## src/drt_pkg.sv

```systemverilog
// Shared constants, types and decode helpers for the refresh and precharge timing block
package drt_pkg;

  localparam int CLK_PERIOD_NS = 100;
  localparam int NBANK         = 8;
  localparam int TW            = 8;

  // Times in ns (WL_CK in clocks, BL in beats), rounded up to clocks below except the refresh interval
  localparam int T_RFCAB_NS = 280;
  localparam int T_RFCPB_NS = 140;
  localparam int T_RPAB_NS  = 21;
  localparam int T_RPPB_NS  = 18;
  localparam int T_WR_NS    = 18;
  localparam int T_WTR_NS   = 10;
  localparam int T_REFI_NS  = 3904;
  localparam int WL_CK      = 8;
  localparam int BL         = 16;

  function automatic int ru(input int ns);
    return (ns + CLK_PERIOD_NS - 1) / CLK_PERIOD_NS;
  endfunction : ru

  localparam int RFCAB_CK   = ru(T_RFCAB_NS);
  localparam int RFCPB_CK   = ru(T_RFCPB_NS);
  localparam int RPAB_CK    = ru(T_RPAB_NS);
  localparam int RPPB_CK    = ru(T_RPPB_NS);
  localparam int WRAP_CK    = WL_CK + BL / 2 + ru(T_WR_NS) + 1;
  localparam int WR2RD_CK   = WL_CK + BL / 2 + ru(T_WTR_NS) + 1;
  localparam int PRE_GAP_CK = 4;
  // Refresh interval rounds down: it is the longest time between refreshes
  localparam int REFI_CK    = T_REFI_NS / CLK_PERIOD_NS;
  localparam int BAL_LIMIT  = 8;

  // Timer loads hold the count minus one: the lockout ends on the count's last edge
  localparam logic [TW-1:0] LD_RFCAB = TW'(RFCAB_CK - 1);
  localparam logic [TW-1:0] LD_RFCPB = TW'(RFCPB_CK - 1);
  localparam logic [TW-1:0] LD_RPAB  = TW'(RPAB_CK - 1);
  localparam logic [TW-1:0] LD_RPPB  = TW'(RPPB_CK - 1);
  localparam logic [TW-1:0] LD_WRAP  = TW'(WRAP_CK - 1);
  localparam logic [TW-1:0] LD_RDAP  = TW'(BL / 2 + RPPB_CK - 1);
  localparam logic [TW-1:0] LD_WR2RD = TW'(WR2RD_CK - 1);
  localparam logic [TW-1:0] LD_PREG  = TW'(PRE_GAP_CK - 1);
  localparam logic [TW-1:0] LD_REFI  = TW'(REFI_CK - 1);

  // First-edge command codes on command/address bits 4..0; activate uses bits 1..0 only
  localparam logic [1:0] CMD_ACT = 2'h1;
  localparam logic [4:0] CMD_RD  = 5'h02;
  localparam logic [4:0] CMD_WR  = 5'h04;
  localparam logic [4:0] CMD_MWR = 5'h0C;
  localparam logic [4:0] CMD_REF = 5'h08;
  localparam logic [4:0] CMD_SRE = 5'h18;
  localparam logic [4:0] CMD_PRE = 5'h10;

  typedef enum logic [2:0] {BK_IDLE, BK_ACTIVE, BK_WRAP, BK_PRECH, BK_PER_BANK_REFRESH} drt_bank_e;
  typedef enum logic [2:0] {C_NONE, C_ACT, C_RD, C_WR, C_MWR, C_PRE, C_REF, C_SRE} drt_cmd_e;

  function automatic drt_cmd_e cmd_decode(input logic [5:0] ca);
    drt_cmd_e c;
    c = C_NONE;
    if (ca[1:0] == CMD_ACT)
      c = C_ACT;
    else
    begin
      case (ca[4:0])
        CMD_RD:  c = C_RD;
        CMD_WR:  c = C_WR;
        CMD_MWR: c = C_MWR;
        CMD_PRE: c = C_PRE;
        CMD_REF: c = C_REF;
        CMD_SRE: c = C_SRE;
        default: c = C_NONE;
      endcase
    end
    return c;
  endfunction : cmd_decode

  // A bank is ready once idle or on the last cycle of its precharge or refresh
  function automatic logic bank_ready(input drt_bank_e st, input logic busy);
    return (st == BK_IDLE) || ((st == BK_PRECH || st == BK_PER_BANK_REFRESH) && !busy);
  endfunction : bank_ready

endpackage : drt_pkg

```

## src/drt_tmr_if.sv

```systemverilog
// Load and status signals between the controller and one bank lockout timer
`timescale 1ns/1ps
interface drt_tmr_if;
  logic                   load;
  logic [drt_pkg::TW-1:0] val;
  logic                   busy;
  modport ctl (output load, output val, input busy);
  modport tmr (input load, input val, output busy);
endinterface : drt_tmr_if

```

## src/drt_refresh_timing.sv

```systemverilog
// Command decode, bank state tracking, refresh bookkeeping and self refresh entry
`timescale 1ns/1ps
module drt_refresh_timing
  import drt_pkg::*;
(
  // Clock and reset
  input  wire logic              sys_clk,
  input  wire logic              sys_rst,
  // Command/address bus, synchronous to sys_clk
  input  wire logic              cke,
  input  wire logic              cs,
  input  wire logic [5:0]        ca,
  // Count synchronisation events
  input  wire logic              reset_cmd,
  input  wire logic              sr_exit,
  // Status
  output logic                   cmd_accept,
  output logic                   cmd_reject,
  output logic [NBANK-1:0]       bank_active,
  output logic [NBANK-1:0]       bank_refreshing,
  output logic [NBANK-1:0]       per_bank_refresh_mask,
  output logic                   all_bank_refresh_busy,
  output logic                   self_refresh,
  output logic signed [4:0]      refresh_balance,
  output logic                   balance_err
);
  drt_bank_e          bank_r   [NBANK];
  drt_bank_e          bank_nxt [NBANK];
  logic [NBANK-1:0]   ld;
  logic [TW-1:0]      ldv      [NBANK];
  logic [NBANK-1:0]   busy;
  drt_cmd_e           kind_r, kind_nxt;
  logic               ph2_r, ph2_nxt;
  logic               ab_r, ab_nxt;
  logic [NBANK-1:0]   mask_r, mask_nxt;
  logic [TW-1:0]      all_bank_refresh_r, all_bank_refresh_nxt;
  logic [TW-1:0]      wr2rd_r, wr2rd_nxt;
  logic [TW-1:0]      pregap_r, pregap_nxt;
  logic [TW-1:0]      refi_r, refi_nxt;
  logic               sr_r, sr_nxt;
  logic signed [4:0]  bal_r, bal_nxt;
  logic               acc_r, acc_nxt;
  logic               rej_r, rej_nxt;
  logic               idle_all;
  logic               ref_ok;
  logic [2:0]         bsel;

  drt_tmr_if tif [NBANK] ();

  genvar g;
  generate
    for (g = 0; g < NBANK; g++)
    begin : g_bank
      assign tif[g].load        = ld[g];
      assign tif[g].val         = ldv[g];
      assign busy[g]            = tif[g].busy;
      assign bank_active[g]     = (bank_r[g] == BK_ACTIVE);
      assign bank_refreshing[g] = (bank_r[g] == BK_PER_BANK_REFRESH);
      drt_bank_timer u_tmr (
        .sys_clk (sys_clk),
        .sys_rst (sys_rst),
        .t       (tif[g])
      );
    end
  endgenerate

  assign bsel = ca[2:0];

  always_comb
  begin
    idle_all = 1'b1;
    for (int i = 0; i < NBANK; i++)
      if (!bank_ready(bank_r[i], busy[i]))
        idle_all = 1'b0;
  end

  always_comb
  begin
    logic ok;
    logic pre_hit;
    ok          = 1'b0;
    pre_hit     = 1'b0;
    kind_nxt    = C_NONE;
    ph2_nxt     = 1'b0;
    ab_nxt      = 1'b0;
    mask_nxt    = mask_r;
    all_bank_refresh_nxt   = (all_bank_refresh_r != '0) ? all_bank_refresh_r - TW'(1) : all_bank_refresh_r;
    wr2rd_nxt   = (wr2rd_r != '0) ? wr2rd_r - TW'(1) : wr2rd_r;
    pregap_nxt  = (pregap_r != '0) ? pregap_r - TW'(1) : pregap_r;
    sr_nxt      = sr_r;
    ref_ok      = 1'b0;
    acc_nxt     = 1'b0;
    rej_nxt     = 1'b0;
    ld          = '0;
    for (int i = 0; i < NBANK; i++)
    begin
      bank_nxt[i] = bank_r[i];
      ldv[i]      = '0;
      if ((bank_r[i] == BK_PRECH || bank_r[i] == BK_PER_BANK_REFRESH) && !busy[i])
        bank_nxt[i] = BK_IDLE;
      if (bank_r[i] == BK_WRAP && !busy[i])
      begin
        bank_nxt[i] = BK_PRECH;
        ld[i]       = 1'b1;
        ldv[i]      = LD_RPPB;
      end
    end
    // First edge; the decode waits for the second edge before acting
    if (!ph2_r && cke && cs)
    begin
      kind_nxt = cmd_decode(ca);
      ph2_nxt  = (cmd_decode(ca) != C_NONE);
      ab_nxt   = ca[5];
    end
    if (ph2_r)
    begin
      case (kind_r)
        C_ACT:
        begin
          ok = !sr_r && bank_ready(bank_r[bsel], busy[bsel]) && all_bank_refresh_r == '0;
          if (ok)
            bank_nxt[bsel] = BK_ACTIVE;
        end
        C_RD:
        begin
          ok = !sr_r && bank_r[bsel] == BK_ACTIVE && wr2rd_r == '0;
          if (ok && ca[5])
          begin
            bank_nxt[bsel] = BK_PRECH;
            ld[bsel]       = 1'b1;
            ldv[bsel]      = LD_RDAP;
          end
        end
        C_WR, C_MWR:
        begin
          ok = !sr_r && bank_r[bsel] == BK_ACTIVE;
          if (ok)
            wr2rd_nxt = LD_WR2RD;
          if (ok && ca[5])
          begin
            bank_nxt[bsel] = BK_WRAP;
            ld[bsel]       = 1'b1;
            ldv[bsel]      = LD_WRAP;
          end
        end
        C_PRE:
        begin
          ok = !sr_r && pregap_r == '0;
          for (int i = 0; i < NBANK; i++)
            // The last lockout cycle is already legal, so only a running timer refuses
            if ((ab_r || bsel == 3'(i)) && (bank_r[i] == BK_WRAP || bank_r[i] == BK_PER_BANK_REFRESH)
                && busy[i])
              ok = 1'b0;
          if (ok)
          begin
            pregap_nxt = LD_PREG;
            for (int i = 0; i < NBANK; i++)
            begin
              pre_hit = ab_r || bsel == 3'(i);
              if (pre_hit)
              begin
                bank_nxt[i] = BK_PRECH;
                ld[i]       = 1'b1;
                ldv[i]      = ab_r ? LD_RPAB : LD_RPPB;
              end
            end
          end
        end
        C_REF:
        begin
          if (ab_r)
          begin
            ok = !sr_r && idle_all && all_bank_refresh_r == '0;
            if (ok)
            begin
              for (int i = 0; i < NBANK; i++)
                bank_nxt[i] = BK_IDLE;
              all_bank_refresh_nxt = LD_RFCAB;
              mask_nxt  = '0;
            end
          end
          else
          begin
            ok = !sr_r && bank_ready(bank_r[bsel], busy[bsel]) && all_bank_refresh_r == '0
                 && !mask_r[bsel];
            if (ok)
            begin
              bank_nxt[bsel] = BK_PER_BANK_REFRESH;
              ld[bsel]       = 1'b1;
              ldv[bsel]      = LD_RFCPB;
              mask_nxt[bsel] = 1'b1;
              if (&mask_nxt)
                mask_nxt = '0;
            end
          end
          ref_ok = ok;
        end
        C_SRE:
        begin
          ok = !sr_r && cke && !cs && idle_all && all_bank_refresh_r == '0;
          if (ok)
            sr_nxt = 1'b1;
        end
        default: ok = 1'b0;
      endcase
      acc_nxt = ok;
      rej_nxt = !ok;
    end
    if (sr_exit && sr_r)
    begin
      sr_nxt   = 1'b0;
      mask_nxt = '0;
    end
    if (reset_cmd)
      mask_nxt = '0;
  end

  always_ff @(posedge sys_clk or posedge sys_rst)
  begin
    if (sys_rst)
    begin
      for (int i = 0; i < NBANK; i++)
        bank_r[i] <= BK_IDLE;
      kind_r   <= C_NONE;
      ph2_r    <= 1'b0;
      ab_r     <= 1'b0;
      mask_r   <= '0;
      all_bank_refresh_r  <= '0;
      wr2rd_r  <= '0;
      pregap_r <= '0;
      sr_r     <= 1'b0;
      acc_r    <= 1'b0;
      rej_r    <= 1'b0;
    end
    else
    begin
      bank_r   <= bank_nxt;
      kind_r   <= kind_nxt;
      ph2_r    <= ph2_nxt;
      ab_r     <= ab_nxt;
      mask_r   <= mask_nxt;
      all_bank_refresh_r  <= all_bank_refresh_nxt;
      wr2rd_r  <= wr2rd_nxt;
      pregap_r <= pregap_nxt;
      sr_r     <= sr_nxt;
      acc_r    <= acc_nxt;
      rej_r    <= rej_nxt;
    end
  end

  // Balance counts issued refreshes against elapsed intervals; frozen in self refresh
  always_comb
  begin
    refi_nxt = (refi_r == '0) ? LD_REFI : refi_r - TW'(1);
    bal_nxt  = bal_r;
    if (!sr_r)
    begin
      if (ref_ok && refi_r != '0)
        bal_nxt = bal_r + 5'sd1;
      else if (!ref_ok && refi_r == '0)
        bal_nxt = bal_r - 5'sd1;
    end
    else
      bal_nxt = bal_r;
  end

  always_ff @(posedge sys_clk or posedge sys_rst)
  begin
    if (sys_rst)
    begin
      refi_r <= LD_REFI;
      bal_r  <= '0;
    end
    else
    begin
      refi_r <= refi_nxt;
      bal_r  <= bal_nxt;
    end
  end

  assign cmd_accept      = acc_r;
  assign cmd_reject      = rej_r;
  assign per_bank_refresh_mask      = mask_r;
  assign all_bank_refresh_busy      = (all_bank_refresh_r != '0);
  assign self_refresh    = sr_r;
  assign refresh_balance = bal_r;
  // Counter only wraps far beyond the limit, which this flag reports first
  assign balance_err     = (bal_r > 5'sd8) || (bal_r < -5'sd8);
endmodule : drt_refresh_timing

```

## src/drt_bank_timer.sv

```systemverilog
// Down-counting lockout timer for one bank
`timescale 1ns/1ps
module drt_bank_timer
  import drt_pkg::*;
(
  // Clock and reset
  input wire logic sys_clk,
  input wire logic sys_rst,
  // Control side
  drt_tmr_if.tmr   t
);
  logic [TW-1:0] cnt_r;
  logic [TW-1:0] cnt_nxt;

  // A reload always restarts the period, so the latest command wins
  always_comb
  begin
    cnt_nxt = cnt_r;
    if (t.load)
      cnt_nxt = t.val;
    else if (cnt_r != '0)
      cnt_nxt = cnt_r - TW'(1);
  end

  always_ff @(posedge sys_clk or posedge sys_rst)
  begin
    if (sys_rst)
      cnt_r <= '0;
    else
      cnt_r <= cnt_nxt;
  end

  assign t.busy = (cnt_r != '0);
endmodule : drt_bank_timer

```

## config.mk

```make
export PLATFORM = sky130hd
export DESIGN_NAME = drt_refresh_timing
export DESIGN_NICKNAME = d
export VERILOG_FILES = /design/src/drt_pkg.sv /design/src/drt_tmr_if.sv /design/src/drt_refresh_timing.sv /design/src/drt_bank_timer.sv
export SDC_FILE = /design/constraint.sdc
export NUM_CORES = 1
export LEC_CHECK = 0
export BUFFER_PORTS_ARGS = -buffer_cell sky130_fd_sc_hd__buf_2
export CORE_AREA = 4 4 162 164
export CTS_CLUSTER_SIZE = 16
export DETAILED_ROUTE_END_ITERATION = 8
export DIE_AREA = 0 0 166 168
export GPL_ROUTABILITY_DRIVEN = 1
export PLACE_DENSITY = 0.58
export SETUP_SLACK_MARGIN = 0.5
export SYNTH_ARGS = -nofsm -noshare
export SYNTH_HDL_FRONTEND = slang
export SYNTH_SLANG_ARGS = --single-unit
```

## constraint.sdc

```tcl
create_clock -name sys_clk -period 7.4 [get_ports sys_clk]
set_input_delay 1.11 -clock sys_clk [delete_from_list [all_inputs] [get_ports sys_clk]]
set_output_delay 1.11 -clock sys_clk [all_outputs]
set_load 0.05 [all_outputs]
```

==> run metrics, run 1 <==
cts hold-fix bufs 0; critical path arrival 5.17 ns; Initial Utilization 39.2%; crit share post-route 65.4%; clock insertion delay at the later pin of the skew report 0.44 ns; top cells by area, synth dfrtp_1 (35%), nor2_1 (6.5%), nand2_1 (4.1%); overall power 3010 uW; share of cells above drive strength 1 12.8%; mux contribution to synthesized area 2.65%; Final GP Congestion 1.08; ANT nets after route 0; chip height ~170 um; slowest cell on the critical path o2bb2ai_2; fraction of registers with async set/reset 100%; Iter 0 DRT Violations approximately 1.3k; Slew Viols, Final 0; Layout Area Growth over Synthesis 10.5%; I/O Buffers 45; DR WL/cell 21.2 um; Max rail drop VDD 0.000138 V; all-layer global routing usage 22.8%; clock skew ~0.011 ns; maxcap violations 0; f_max 207 MHz; cts bufs inserted 17; origin of the worst setup path ca[0]; commonest cells after routing, fill and taps aside nor2_1 (168), dfrtp_1 (138), nand2_1 (107); Synth Flop Type dfrtp_1; crit path cell chain buf_2, nand3b_1, o22ai_1, a221o_1, nand3_1, o2bb2ai_2, a21oi_1, nor2_1, ha_1, inv_1, fa_1, a21o_1, a21oi_1, xnor2_1, nand2_1, xnor2_1; RSZ-0062 raised after global routing no; average vias per placed instance 5.97; diode count 0; H-Tree Level Count 4; syn_area_per_cell 8.51 um2; main combinational cell family by area after synthesis simple AND/OR/NAND/NOR gates; Clock Tree Root clkbuf_16; kind of critical path in2reg; num rows between 50 and 60; first-pass GRT wire length approximately 50000 um; largest net degree at the start of global routing 89; number of synthesized flops with an enable pin 0; FILL cells ~2.5k; LEAKAGE 0.00443 uW; status completed; post-route minimum period 4.84 ns; vias in the first global route 8593; Syn Inst Count 1146; Synth Cell Area slightly below 0.01 mm2; sequential share of the synthesized area 36.2%; CTS Buffer Depth 2; critical-path maximum fanout 33; post_cts resized 0; syn_nets around 1.2k; Yosys reg bits 141; Post-DP HPWL roughly 23000 um; Layout Nets 1205; Synth area leader dfrtp_1; Vias 9002; Post-Route WL around 32000 um; Ys Warns 0; hold_sp refi_r[0]; CTS Sinks roughly 140; hold slack 0.450 ns; GRT overflow 0; worst slew pin tran 1.01 ns; Die Area 0.0279 mm2; Worst path max stage delay 0.57 ns; Reg clk slew, reported paths 0.07 ns; Layout Utilization 43.3%; Simple-Gate Fraction of Synth Area a little over a quarter; iteration count of the initial detailed-routing pass 6; Post-Synth Adder-Cell Area 3.54%; Ports 46; Synth top area share 35.4%; startpoint types input pin; Post-CTS Setup Inserts 0; drt drc 0; TritonCTS clock tree yes; Power Dens Cells 279 mW/mm2; Hold Fails Final Rpt 0; HP Class reg2reg; Slew headroom 32.0%; Core ar. 0.0249 mm2; most common cell after layout, fill and taps aside nor2_1; Fin Setup TNS 0 ns; crit end category flip-flop; die width 166 um; antenna violations before repair 0; worst path bufs/invs 2; Worst EP required 7.73 ns; Worst R2R Start g_bank[5].u_tmr.cnt_r[3]; Final setup viols 0; Compound-Gate Fraction of Synth Area about a fifth; xor/xnor share of the synthesized area 6.64%; unique cell type count in the Yosys netlist 100; Crit path max-delay family compound AO/OA/AOI/OAI gates
[metrics by stage]
stage / setup WS [ns] / cells / cell area, um2
2_1_floorplan: 2.51 / 1146 / 9760
3_3_place_gp: 2.36 / 1477 / 10200
3_5_place_dp: 2.17 / 1477 / 10200
4_1_cts: 2.63 / 1509 / 10800
5_1_grt: 2.25 / 1509 / 10800
6_report: 2.56 / 1509 / 10800
[worst paths after layout]
kind	to	slack [ns]	depth (start not counted)
hold reg to reg	refi_r[0]	0.45	1
setup / recovery	refresh_balance[4]	2.56	16
setup reg to reg	refresh_balance[4]	2.72	15
min in group asynchronous	refi_r[0]	0.82	2
max in group asynchronous	g_bank[1].u_tmr.cnt_r[0]	5.36	3
hold / removal	refi_r[0]	0.45	1
[per-layer routing]
layer	routed length, um	part of all wire (%)	vias to the layer above	GRT usage [%]
li1	-	-	4152	-
met1	13700	43	4313	30.8
met2	14200	44	402	35.4
met3	2380	7.4	135	4.25
met4	1640	5.1	0	10.8
met5	0	0	-	0
[report_power, final]
part | total [uW] | switching, uW | internal, uW
logic | 926 | 520 | 406
registers | 1230 | 258 | 977
clock network | 846 | 397 | 448
total | 3010 | 1180 | 1830
[cells by family after synthesis]
kind of cell    count (synthesis)
compound gates                282
mux                            23
fa+ha+maj                      27
simple gates                  502
buf+inv                        97
xor+xnor                       74
flops                         141
[cell type report]
type                            count  area (um2)  share of cell area (%)
Timing Repair Buffer               54         293                    2.72
Inverter                           44         170                    1.58
Tap cell                          330         413                    3.83
Clock buffer                       17         425                    3.95
Multi-Input combinational cell    908        5810                    53.9
Clock inverter                     15         140                    1.30
Sequential cell                   141        3530                    32.8
[worst register-to-register path, cell delays in order (launching register included)]
cell       delay, ns
dfrtp_1         0.42
nor4_2          0.60
nand2_1         0.52
a2111oi_0       0.75
nand4_1         0.20
nor3b_2         0.34
a21oi_1         0.16
nor2_1          0.17
ha_1            0.16
inv_1           0.10
fa_1            0.43
a21o_1          0.20
a21oi_1         0.17
xnor2_1         0.13
nand2_1         0.08
xnor2_1         0.14
[flip-flops by register name, indices dropped and copies added (netlist names)]
signal                 count
self_refresh               1
refi_r                     8
wr2rd_r                    8
pregap_r                   8
ph2_r                      1
cmd_reject                 1
ab_r                       1
per_bank_refresh_mask      8
refresh_balance            5
bank_r                    24
kind_r                     3
cmd_accept                 1
all_bank_refresh_r         8
g_bank.u_tmr.cnt_r        64
[synthesized netlist by cell type, types with 15 or more instances]
master / count
nand2_1: 107
o21ai_0: 53
xor2_1: 30
nand3_1: 18
nand2b_1: 15
nor2_1: 168
nor3_1: 57
o22ai_1: 30
xnor2_1: 44
dfrtp_1: 138
clkbuf_1: 38
ha_1: 26
a21oi_1: 76
inv_1: 42
Power figures use the tool's default switching activity.
==> inputs of run 2 (changes only) <==
Settings changed: ABC_AREA set to 1, CORE_AREA 4 4 162 164 to 4 4 164 166, DIE_AREA 0 0 166 168 to 0 0 168 170, PLACE_DENSITY 0.58 to 0.6.
Clock period 7.4 ns to 4.23 ns, I/O delays scaled along.
==> run 2 against run 1 <==
Net effect: non-clock buffer count grew 16; highest routed layer unchanged; count of clock-buffer cells in the layout stayed put; wire length down 3.4%.
==> run metrics, run 2 <==
status completed; crit path cell chain inv_1, ha_1, nand2_1, nor2_4, nand2_4, nor2_4, inv_2, a21oi_2, nand2_1, nor2_4, nand2_1, nand2_1, nand2_1, nor2_2, ha_2, inv_1, ha_1, nand2_1, nand2_1, a21oi_1, or2_2, nand3_1, xor2_1; cts hold-fix bufs 0 (unchanged); internal power 3530 uW (+93%); H-Tree Level Count 4 (unchanged); Clock Tree Root clkbuf_16; f_max around 290 MHz; Synth Cell Area 0.0100 mm2 (+2.5%); syn_area_per_cell 6.83 um2 (-20%); Iter 0 DRT Violations 813 (-35%); Max rail drop VDD 0.000268 V (+94%); I/O Buffers 45 (unchanged); startpoint types flip-flop; Yosys reg bits 141 (unchanged); LEAKAGE 0.00571 uW (+29%); routed length on met2 13900 um (-2.2%); kind of critical path reg2reg; Crit path max-delay family simple AND/OR/NAND/NOR gates; clock insertion delay at the later pin of the skew report 0.45 ns (about the same); worst slew pin tran 0.796 ns (-0.216 ns); maxcap violations 0 (unchanged); Top reg by flops g_bank.u_tmr.cnt_r; count leader, synth nand2_1; worst path bufs/invs 3 (+1); CTS Buffer Depth 2 (unchanged); sequential share of the synthesized area 35.3% (-0.89 points); Final GP Congestion 1.02 (-5.4%); average vias per placed instance 5.24 (-12%); overall power 6190 uW (+110%); commonest cells after routing, fill and taps aside nand2_1 (366), nor2_1 (205), inv_1 (181); Vias 9843 (+9.3%); met3 wire len 2090 um (-12%); Ports 46 (unchanged); slowest cell on the critical path dfrtp_1; area of the multi-input gates 0.00563 mm2 (-3.0%); critical-path maximum fanout 7 (-79%); DR WL/cell 16.5 um (-22%); first-pass GRT wire length 49500 um (-1.4%); Sw Share 43.0% (+3.9 points); top sig layer met4; syn_nets 1504 (+27%); Slew Viols, Final 0 (unchanged); HP Class in2async; Slew headroom 46.7% (+15 points); Final setup viols 0 (unchanged); Post-Route WL 30900 um (-3.4%); Worst path max stage delay 0.37 ns (-0.20 ns); diode count 0 (unchanged); CTS Sinks 141 (unchanged); Layout Area Growth over Synthesis 13.6%; crit share post-route 81.3%; Layout Nets 1569 (+30%); RSZ-0062 raised after global routing no; met1 WL 14000 um (+1.8%); Core ar. 0.0256 mm2 (+2.9%); drt drc 0 (unchanged); top cells by area, synth dfrtp_1 (35%), nand2_1 (14%), nor2_1 (7.9%); most common cell after layout, fill and taps aside nand2_1; ANT nets after route 0 (unchanged); crit-path most repeated cell nand2_1; antenna violations before repair 0 (unchanged); Post-DP HPWL 22500 um (-3.5%); Gate power share 37.9% (+7.1 points); Die Area 0.0286 mm2 (+2.4%); max FFs per register 64 (unchanged); Synth Flop Type dfrtp_1; all-layer global routing usage 21.7% (-1.1 points); Hold Fails Final Rpt 0 (unchanged); critical path arrival 3.82 ns (-1.35 ns); Storage cell area 0.00353 mm2 (about the same); Synth top area share 34.5% (-0.87 points); num rows 59 (+1.7%); Ys Warns 0 (unchanged); number of synthesized flops with an enable pin 0 (unchanged); chip height 170 um (+1.2%); die width 168 um (+1.2%); sequential power share 36.9% (-4.2 points); Power Dens Cells 544 mW/mm2 (+95%); unique cell type count in the Yosys netlist 53 (-47%); Initial Utilization 39.1% (-0.15 points); clock skew 0.0197 ns (+0.00890 ns); cts bufs inserted 17 (unchanged); Clk pwr share 25.2% (-2.9 points); biggest registers after layout g_bank.u_tmr.cnt_r x64, bank_r x24; TritonCTS clock tree yes; Reg clk slew, reported paths 0.08 ns (about the same); Syn Inst Count 1465 (+28%); GRT overflow 0 (unchanged); share of cells above drive strength 1 12.8% (-0.040 points); Fin Setup TNS 0 ns (unchanged); most frequent cells after synthesis nand2_1 (367), nor2_1 (211), inv_1 (182), dfrtp_1 (138), nand3_1 (116); iteration count of the initial detailed-routing pass 6 (unchanged); crit end category flip-flop; vias in the first global route 9187 (+6.9%); Synth area leader dfrtp_1; FILL cells 2670 (+6.3%); post-route minimum period 3.44 ns; largest net degree at the start of global routing 142 (+60%); fraction of registers with async set/reset 100% (unchanged); Sw Pwr 2660 uW (+130%); Worst EP required 4.61 ns (-3.12 ns)
==> run 2: cell count changes in the layout (fill, tap and decap cells not counted), moves of 25 or more <==
cell / delta
a21oi_1: -26
inv_1: +140
nand2_1: +259
nand3_1: +98
nand4_1: +37
nor2_1: +37
nor3_1: -28
o22ai_1: -25
xnor2_1: -26
==> run 2: power by group through the flow <==
stage                     registers (uW)  clock network, uW  logic (uW)
after floorplan                     2190                  0        1860
after global placement              2290                  0        2270
after detailed placement            2280                  0        2320
after CTS                           2270               1600        2330
after global routing                2350               1660        2690
final                               2280               1560        2340
==> run 2: cell families (layout without fill, tap and decap cells) <==
logic type	Yosys count	count (layout)	synth area share, %
and+or+nand+nor	846	846	37.9
buffers and inverters	220	298	8.87
AOI/OAI and AO/OA	177	177	9.71
DFF	141	141	35.3
xor gates and xnor gates	53	53	4.64
adders and majority gates	27	27	3.45
muxes	1	1	0.113
==> run 2: final cells by class <==
| type | instances | area share [%] |
|---|---|---|
| multi-input cells | 1104 | 49.5 |
| flip-flops and latches | 141 | 31.1 |
| inverters | 196 | 6.53 |
| clock buffers | 17 | 3.74 |
| repair buffers | 70 | 3.74 |
| well taps | 335 | 3.69 |
| clock inverters | 15 | 1.66 |
==> run 2: path summary, 6_finish.rpt <==
kind / to / startpoint / depth (start not counted) / slack [ns]
worst max register to register: refresh_balance[4] / all_bank_refresh_r[0] / 23 / 0.79
worst min-delay path: g_bank[4].u_tmr.cnt_r[2] / sys_rst / 3 / 0.41
worst max-delay path: refresh_balance[4] / all_bank_refresh_r[0] / 23 / 0.79
worst min register to register: refi_r[0] / refi_r[0] / 1 / 0.42
min in group sys_clk: refi_r[0] / refi_r[0] / 1 / 0.42
max in group asynchronous: wr2rd_r[0] / sys_rst / 3 / 3.24
==> run 2: timing repair <==
item | 4_1_cts | 5_1_grt
resized for setup | 0 | 17
setup buffers | 0 | 12
setup endpoints to repair | 0 | 1
endpoints found under the hold margin | 0 | 0
==> run 2: through the flow <==
stage,utilization [%],hold WS [ns],std cells,worst slack [ns],instance area (um2)
2_1_floorplan,-,0.403,1465,0.713,10000
3_3_place_gp,41.4,0.416,1834,0.423,10600
3_5_place_dp,41.4,0.422,1834,0.327,10600
4_1_cts,43.8,0.434,1866,0.597,11200
5_1_grt,44.4,0.461,1878,0.528,11400
6_report,44.4,0.409,1878,0.791,11400
==> run 2: per-layer routing <==
metal,vias up,track usage [%]
li1,4852,-
met1,4608,29.9
met2,320,34.6
met3,63,3.97
met4,0,7.23
met5,-,0
==> run 2: worst register-to-register path, stage by stage (launching register included) <==
cell     delay [ns]
dfrtp_1        0.37
inv_1          0.10
ha_1           0.17
nand2_1        0.13
nor2_4         0.17
nand2_4        0.10
nor2_4         0.20
inv_2          0.06
a21oi_2        0.12
nand2_1        0.12
nor2_4         0.13
nand2_1        0.08
nand2_1        0.09
nand2_1        0.09
nor2_2         0.12
ha_2           0.21
inv_1          0.10
ha_1           0.35
nand2_1        0.07
nand2_1        0.06
a21oi_1        0.06
or2_2          0.27
nand3_1        0.08
xor2_1         0.14
